### src/hw/rsx_pkg.sv
package rsx_pkg;
  localparam int          RSX_INSTR_W     = 14;
  localparam int          RSX_DATA_W      = 8;
  localparam int          RSX_ADDR_W      = 7;
  localparam logic [5:0]  RSX_OP_RLC      = 6'h0d;
  localparam logic [5:0]  RSX_OP_RRC      = 6'h0c;
  localparam int          RSX_OP_MSB      = 13;
  localparam int          RSX_OP_LSB      = 8;
  localparam int          RSX_DEST_BIT    = 7;
  localparam logic [9:0]  RSX_SLEEP_UPPER = 10'h006;
  localparam logic [3:0]  RSX_SLEEP_LOWER = 4'h3;
  localparam int          RSX_SLEEP_SHIFT = 4;
  localparam logic [7:0]  RSX_WDT_CLEAR   = 8'h00;
  localparam logic        RSX_DEST_W      = 1'b0;
  localparam logic        RSX_TO_RESET    = 1'b1;
  localparam logic        RSX_PD_RESET    = 1'b1;
  localparam logic        RSX_CARRY_RESET = 1'b0;
  localparam logic [7:0]  RSX_W_RESET     = 8'h00;
  typedef enum logic [1:0] {
    RSX_Q1,
    RSX_Q2,
    RSX_Q3,
    RSX_Q4
  } rsx_phase_t;
endpackage

### src/hw/rsx_exec.sv
// The placing of the registers and the plain strobed port are this design's own decisions.
`timescale 1ns/1ps
module rsx_exec
  import rsx_pkg::*;
#(
  parameter int ADDR_W = RSX_ADDR_W,
  parameter int DATA_W = RSX_DATA_W
) (
  input  wire logic                   clk,
  input  wire logic                   rst_n,
  input  wire logic [RSX_INSTR_W-1:0] instr,
  input  wire logic                   instr_valid,
  input  wire logic                   wake_up,
  output logic      [ADDR_W-1:0]      file_addr,
  output logic                        file_rd,
  input  wire logic [DATA_W-1:0]      file_rdata,
  output logic                        file_wr,
  output logic      [DATA_W-1:0]      file_wdata,
  output logic      [DATA_W-1:0]      w_value,
  output logic                        carry_flag,
  output logic                        time_out_flag,
  output logic                        power_down_flag,
  output logic                        watchdog_clear,
  output logic                        prescaler_clear,
  output logic                        osc_run,
  output logic      [1:0]             phase
);
  initial begin
    if (ADDR_W != RSX_ADDR_W) $error("rsx_exec: ADDR_W must match encoding");
    if (DATA_W != RSX_DATA_W) $error("rsx_exec: DATA_W must be 8");
    if (RSX_OP_MSB - RSX_OP_LSB + 1 != 6) $error("rsx_exec: opcode field must be 6 bits");
    if (ADDR_W > RSX_DEST_BIT) $error("rsx_exec: address overlaps destination bit");
    if (RSX_INSTR_W <= RSX_OP_MSB) $error("rsx_exec: opcode outside instruction word");
    if (DATA_W < 2) $error("rsx_exec: DATA_W too small for rotate");
  end

  rsx_phase_t                 phase_reg, phase_next;
  logic [RSX_INSTR_W-1:0]     ir_reg;
  logic                       ir_valid_reg;
  logic [DATA_W-1:0]          operand_reg;
  logic [DATA_W-1:0]          result_reg;
  logic                       carry_new_reg;
  logic [DATA_W-1:0]          w_reg;
  logic                       carry_reg;
  logic                       to_reg;
  logic                       pd_reg;
  logic                       sleep_reg;
  logic                       wdt_clr_reg;

  // wake-up synchroniser
  logic                       wake_meta_reg;
  logic                       wake_sync_reg;

  // decode of the latched instruction
  wire [5:0] op_field    = ir_reg[RSX_OP_MSB:RSX_OP_LSB];
  wire       is_rlc      = ir_valid_reg && (op_field == RSX_OP_RLC);
  wire       is_rrc      = ir_valid_reg && (op_field == RSX_OP_RRC);
  wire       is_rotate   = is_rlc || is_rrc;
  wire       dest_file   = ir_reg[RSX_DEST_BIT] != RSX_DEST_W;
  wire       is_sleep    = ir_valid_reg &&
                           (ir_reg == {RSX_SLEEP_UPPER, RSX_SLEEP_LOWER});
  wire [DATA_W-1:0] rot_result;
  wire              rot_carry;

  // phase strobes
  wire       at_q1       = phase_reg == RSX_Q1;
  wire       at_q2       = phase_reg == RSX_Q2;
  wire       at_q3       = phase_reg == RSX_Q3;
  wire       at_q4       = phase_reg == RSX_Q4;
  wire       write_q4    = at_q4 && is_rotate;
  wire       read_q2     = at_q2 && is_rotate;
  wire       calc_q3     = at_q3 && is_rotate;
  wire       write_w_q4  = write_q4 && !dest_file;
  wire       sleep_exec  = at_q4 && is_sleep && !sleep_reg;
  wire       wake_now    = sleep_reg && wake_sync_reg;

  // rotate datapath
  rsx_rotate_unit #(
    .DATA_W (DATA_W)
  ) rsx_rotate_unit_i (
    .dir_left  (is_rlc),
    .operand   (operand_reg),
    .carry_in  (carry_reg),
    .result    (rot_result),
    .carry_out (rot_carry)
  );

  // quarter-cycle sequencer, frozen while asleep
  always_comb begin
    case (phase_reg)
      RSX_Q1:  phase_next = RSX_Q2;
      RSX_Q2:  phase_next = RSX_Q3;
      RSX_Q3:  phase_next = RSX_Q4;
      RSX_Q4:  phase_next = RSX_Q1;
      default: phase_next = RSX_Q1;
    endcase
  end

  always_ff @(posedge clk or negedge rst_n) begin
    if (!rst_n) begin
      wake_meta_reg <= 1'b0;
      wake_sync_reg <= 1'b0;
    end else begin
      wake_meta_reg <= wake_up;
      wake_sync_reg <= wake_meta_reg;
    end
  end

  always_ff @(posedge clk or negedge rst_n) begin
    if (!rst_n) begin
      phase_reg <= RSX_Q1;
    end else if (!sleep_reg) begin
      phase_reg <= phase_next;
    end
  end

  // q1 decode
  always_ff @(posedge clk or negedge rst_n) begin
    if (!rst_n) begin
      ir_reg       <= '0;
      ir_valid_reg <= 1'b0;
    end else if (at_q1 && !sleep_reg) begin
      ir_reg       <= instr;
      ir_valid_reg <= instr_valid;
    end
  end

  // q2 read
  always_ff @(posedge clk or negedge rst_n) begin
    if (!rst_n) begin
      operand_reg <= '0;
    end else if (read_q2) begin
      operand_reg <= file_rdata;
    end
  end

  // q3 compute
  always_ff @(posedge clk or negedge rst_n) begin
    if (!rst_n) begin
      result_reg    <= '0;
      carry_new_reg <= RSX_CARRY_RESET;
    end else if (calc_q3) begin
      result_reg    <= rot_result;
      carry_new_reg <= rot_carry;
    end
  end

  // q4 carry update
  always_ff @(posedge clk or negedge rst_n) begin
    if (!rst_n) begin
      carry_reg <= RSX_CARRY_RESET;
    end else if (write_q4) begin
      carry_reg <= carry_new_reg;
    end
  end

  // q4 working register update
  always_ff @(posedge clk or negedge rst_n) begin
    if (!rst_n) begin
      w_reg <= RSX_W_RESET;
    end else if (write_w_q4) begin
      w_reg <= result_reg;
    end
  end

  // power-down status flags
  always_ff @(posedge clk or negedge rst_n) begin
    if (!rst_n) begin
      to_reg <= RSX_TO_RESET;
      pd_reg <= RSX_PD_RESET;
    end else if (sleep_exec) begin
      to_reg <= 1'b1;
      pd_reg <= 1'b0;
    end
  end

  // watchdog and prescaler clear pulse
  always_ff @(posedge clk or negedge rst_n) begin
    if (!rst_n) begin
      wdt_clr_reg <= 1'b0;
    end else begin
      wdt_clr_reg <= sleep_exec;
    end
  end

  // sleep state, left on synchronised wake-up
  always_ff @(posedge clk or negedge rst_n) begin
    if (!rst_n) begin
      sleep_reg <= 1'b0;
    end else if (sleep_exec) begin
      sleep_reg <= 1'b1;
    end else if (wake_now) begin
      sleep_reg <= 1'b0;
    end
  end

  // file register port
  assign file_addr       = ir_reg[ADDR_W-1:0];
  assign file_rd         = at_q2 && is_rotate && !sleep_reg;
  assign file_wr         = write_q4 && dest_file && !sleep_reg;
  assign file_wdata      = result_reg;

  // working register and status
  assign w_value         = w_reg;
  assign carry_flag      = carry_reg;
  assign time_out_flag   = to_reg;
  assign power_down_flag = pd_reg;

  // power control
  assign watchdog_clear  = wdt_clr_reg;
  assign prescaler_clear = wdt_clr_reg;
  assign osc_run         = !sleep_reg;
  assign phase           = phase_reg;
endmodule // rsx_exec

### src/hw/rsx_rotate_unit.sv
`timescale 1ns/1ps
module rsx_rotate_unit
  import rsx_pkg::*;
#(
  parameter int DATA_W = RSX_DATA_W
) (
  input  wire logic              dir_left,
  input  wire logic [DATA_W-1:0] operand,
  input  wire logic              carry_in,
  output logic      [DATA_W-1:0] result,
  output logic                   carry_out
);
  initial begin
    if (DATA_W < 2) $error("rsx_rotate_unit: DATA_W too small");
  end
  wire [DATA_W-1:0] left_val  = {operand[DATA_W-2:0], carry_in};
  wire [DATA_W-1:0] right_val = {carry_in, operand[DATA_W-1:1]};
  assign result    = dir_left ? left_val : right_val;
  assign carry_out = dir_left ? operand[DATA_W-1] : operand[0];
endmodule // rsx_rotate_unit

### config.mk
export PLATFORM = sky130hd
export DESIGN_NAME = rsx_exec
export DESIGN_NICKNAME = d
export VERILOG_FILES = /design/src/hw/rsx_pkg.sv /design/src/hw/rsx_exec.sv /design/src/hw/rsx_rotate_unit.sv
export SDC_FILE = /design/constraint.sdc
export NUM_CORES = 1
export LEC_CHECK = 0
export ABC_AREA = 1
export BUFFER_PORTS_ARGS = -buffer_cell sky130_fd_sc_hd__buf_2
export CORE_MARGIN = 2
export CORE_UTILIZATION = 52
export CTS_CLUSTER_SIZE = 10
export DETAILED_ROUTE_END_ITERATION = 10
export GPL_ROUTABILITY_DRIVEN = 0
export PLACE_DENSITY = 0.78
export SYNTH_ARGS = -nofsm -noshare
export SYNTH_HDL_FRONTEND = slang
export SYNTH_SLANG_ARGS = --single-unit
### constraint.sdc
create_clock -name clk -period 1.7 [get_ports clk]
set_input_delay 0.085 -clock clk [delete_from_list [all_inputs] [get_ports clk]]
set_output_delay 0.085 -clock clk [all_outputs]
set_load 0.005 [all_outputs]
==> results.tsv <==
stage	metric	value	unit
setup_path	critical path arrival	1.52	ns
clock_tree	CTS sink count	48	
setup_path	crit-path max cell delay	0.41	ns
setup_path	Req. time, crit path	1.62	ns
clock_tree	clk root buf	clkbuf_8	
layout	register area	0.00120	mm2
layout	Final Util	63.9	%
setup_path	CP max FO	9	
floorplan	Die Span X	70.1	um
global_route	vias in the first global route	1742	
detailed_routing	total routed wirelength	4.50	mm
synthesis	Synth Instances	249	
layout	area added between synthesis and finish	20.0	%
power	P_int	2300	uW
synthesis	Synth Area in Simple Gates	29.9	%
placement	DP HPWL	3.28	mm
synthesis	Synth cell types	25	
detailed_routing	Routed WL per cell	12.4	um
clock_tree	CTS H-tree lvls	2	
power	Clock Power Share	18.8	%
synthesis	top-area cell type share of the netlist area	51.8	%
synthesis	Synth Area in Compound Gates	3.42	%
layout	final std cells w/o fill	362	
power	Worst VDD drop	792	uV
clock_tree	clk buf depth	2	
synthesis	register area share after synthesis	53.0	%
timing	Final Hold Vio Count	0	
synthesis	Mean Syn Cell Area	9.12	um2
synthesis	syn nets	280	
synthesis	Seq cells post-synth	48	
hold_path	HP Start	file_rdata[2]	
timing	unrepaired setup endpoints after global routing	no	
global_route	first-pass GRT wire length	7.67	mm
clock_tree	TritonCTS buffer count	5	
detailed_routing	via count	1765	
clock_tree	clk_lat worst skew	0.30	ns
layout	layout cells sized above 1	32.6	%
timing	Worst slew margin	64.8	%
hold_path	worst hold path class	in2reg	
setup_path	Buf+Inv Stages, Crit Path	1	
synthesis	largest family of logic cells by synthesized area	simple AND/OR/NAND/NOR gates	
detailed_routing	vias per inst	4.88	
detailed_routing	remaining antenna violation count	0	
synthesis	Area contributors post-synth	dfrtp_1 (52%), nand2_1 (11%), nand3_1 (7.7%)	
synthesis	asr flop ratio synth	100	%
layout	Layout Nets	340	
synthesis	XOR/XNOR Fraction of Synth Area	0	%
timing	max frequency	0.623	GHz
timing	Final setup violation count	0	
layout	max FFs per register	14	
setup_path	crit path launch	ir_reg[13]	
synthesis	multiplexer share of the synthesized area	2.48	%
placement	Port Buffers	57	
timing	Setup Skew	0.00312	ns
synthesis	largest area contributor in the netlist	dfrtp_1	
floorplan	Die Area	0.00491	mm2
detailed_routing	DRC viols	0	
floorplan	Core Rows	24	
power	P_sw	1400	uW
power	Sw Share	37.8	%
synthesis	Synth Warn #	0	
global_route	GR Util All Layers	20.0	%
job	max_cap viols	0	
detailed_routing	initial DRC count	115	
timing	fin crit share	94.5	%
detailed_routing	drt pass-1 iters	4	
setup_path	Critical Path End Type	primary output	
setup_path	RR Startpoint	phase[0]	
setup_path	CP max-delay cell	dfrtp_1	
timing	max-slew violations	0	
setup_path	Critical Path Source Type	register	
global_route	gr ovfl total	0	
floorplan	I/O pin cnt	59	
setup_path	critical path type	reg2out	
synthesis	Mapped Area	0.00227	mm2
layout	Filler Cell Count	373	
timing	minimum clock period	1.61	ns
setup_path	CP top delay family	simple AND/OR/NAND/NOR gates	
power	Gate power share	35.9	%
synthesis	EDFF count, synth	0	
setup_path	CP Cell Sequence	nor2_4 -> nand2_2 -> nor2_8 -> nand2_4 -> nor2_1 -> buf_2	
clock_tree	Clock Pin Slew Worst Setup and Hold Paths	0.08	ns
global_route	pin count of the biggest net entering global routing	28	
power	cell area power density	1360	mW/mm2
timing	slew at the pin closest to its max-slew limit	0.527	ns
floorplan	core area	0.00426	mm2
synthesis	synth cell count leaders	nand2_1 (66), dfrtp_1 (47), nand3_1 (35), inv_1 (22), nor2_1 (16)	
power	sequential power share	45.3	%
synthesis	post-synthesis adder-cell area fraction	2.76	%
synthesis	main flop type after synthesis	dfrtp_1	
layout	ant diodes	0	
clock_tree	CTS tree	done	
timing	Fin Setup TNS	0	ns
floorplan	starting density of the core	53.2	%
synthesis	most frequent cell after synthesis	nand2_1	
placement	Placed Cells	348	
floorplan	Die Y	70.1	um
outcome	status	finished, final reports clean	
global_route	initial antenna violation count	0	
layout	area of the multi-input gates	891	um2
power	Leak	0.00154	uW
[metal layers]
| metal | global-route usage, % | share of wire (%) | vias to the layer above |
|---|---|---|---|
| li1 | - | - | 892 |
| met1 | 26.6 | 44 | 810 |
| met2 | 32.1 | 49 | 59 |
| met3 | 3.46 | 6.2 | 4 |
| met4 | 9.19 | 1.4 | 0 |
| met5 | 0 | 0 | - |
[metrics by stage]
stage / hold WS [ns] / area (um2) / total power (uW) / setup slack, ns
floorplan: -0.211 / 2270 / 2690 / 0.433
global placement: 0.0869 / 2570 / 2950 / 0.333
detailed placement: 0.0956 / 2570 / 3010 / 0.273
CTS: 0.00381 / 2690 / 3720 / 0.00828
global route: 0.0126 / 2720 / 3980 / 0.00168
finish: 0.0120 / 2720 / 3700 / 0.0937
[cell type report]
cell class | count | share of cell area (%)
sequential | 48 | 44.1
multi-input combinational | 161 | 32.7
timing repair buffer | 66 | 13.6
inverter | 27 | 3.77
clock buffer | 6 | 3.03
tap | 52 | 2.39
clock inverter | 2 | 0.367
[path summary, 6_finish.rpt]
kind | cells past startpoint | end | slack, ns
setup / recovery | 6 | file_rd | 0.09
setup reg to reg | 4 | ir_reg[1] | 0.24
min in group asynchronous | 2 | ir_reg[0] | 0.29
max in group asynchronous | 3 | power_down_flag | 0.82
hold / removal | 3 | operand_reg[2] | 0.01
hold reg to reg | 0 | wake_sync_reg | 0.35
[cell usage in the layout (no fill, tap or decap)]
master / n
nand2_1: 66
buf_2: 57
dfrtp_1: 47
nand3_1: 35
inv_1: 22
nor2_1: 16
a21oi_1: 10
clkbuf_8: 6
buf_4: 6
nor2_4: 5
mux2_2: 5
inv_2: 4
nand2_2: 4
o21ai_0: 4
clkinv_2: 3
ha_1: 3
nor2_8: 2
nand2_4: 2
nand3_4: 2
ha_2: 2
dlygate4sd3_1: 2
nand4_1: 1
nor3_1: 1
nor4_2: 1
o21bai_1: 1
conb_1: 1
buf_12: 1
dfstp_2: 1
[cell families after synthesis]
group,count (synthesis)
other,1
buffers and inverters,40
AND/OR/NAND/NOR,135
AO/OA/AOI/OAI,15
multiplexers,5
flip-flops,48
adder cells (fa/ha/maj),5
[worst reg2reg max path: cells and delay by family (launching register included)]
kind / cells / cell delay (ns)
adder cells (fa/ha/maj): 1 / 0.21
buffers and inverters: 1 / 0.11
multiplexers: 1 / 0.38
AND/OR/NAND/NOR: 1 / 0.23
flip-flops: 1 / 0.42
[power by group through the flow]
stage                     Sequential (uW)  Clock, uW  Combinational [uW]
after floorplan                      1660          0                1030
after CTS                            1680        714                1330
after global placement               1680          0                1270
final                                1680        694                1330
after detailed placement             1690          0                1310
after global routing                 1720        755                1510
[what timing repair did]
item	CTS	global route
setup endpoints to repair	1	2
pin swaps	0	1
hold endpoints to repair	22	0
hold buffers	2	0
resized for setup	1	2
setup buffers	0	4
(Power assumes the default switching activity.)
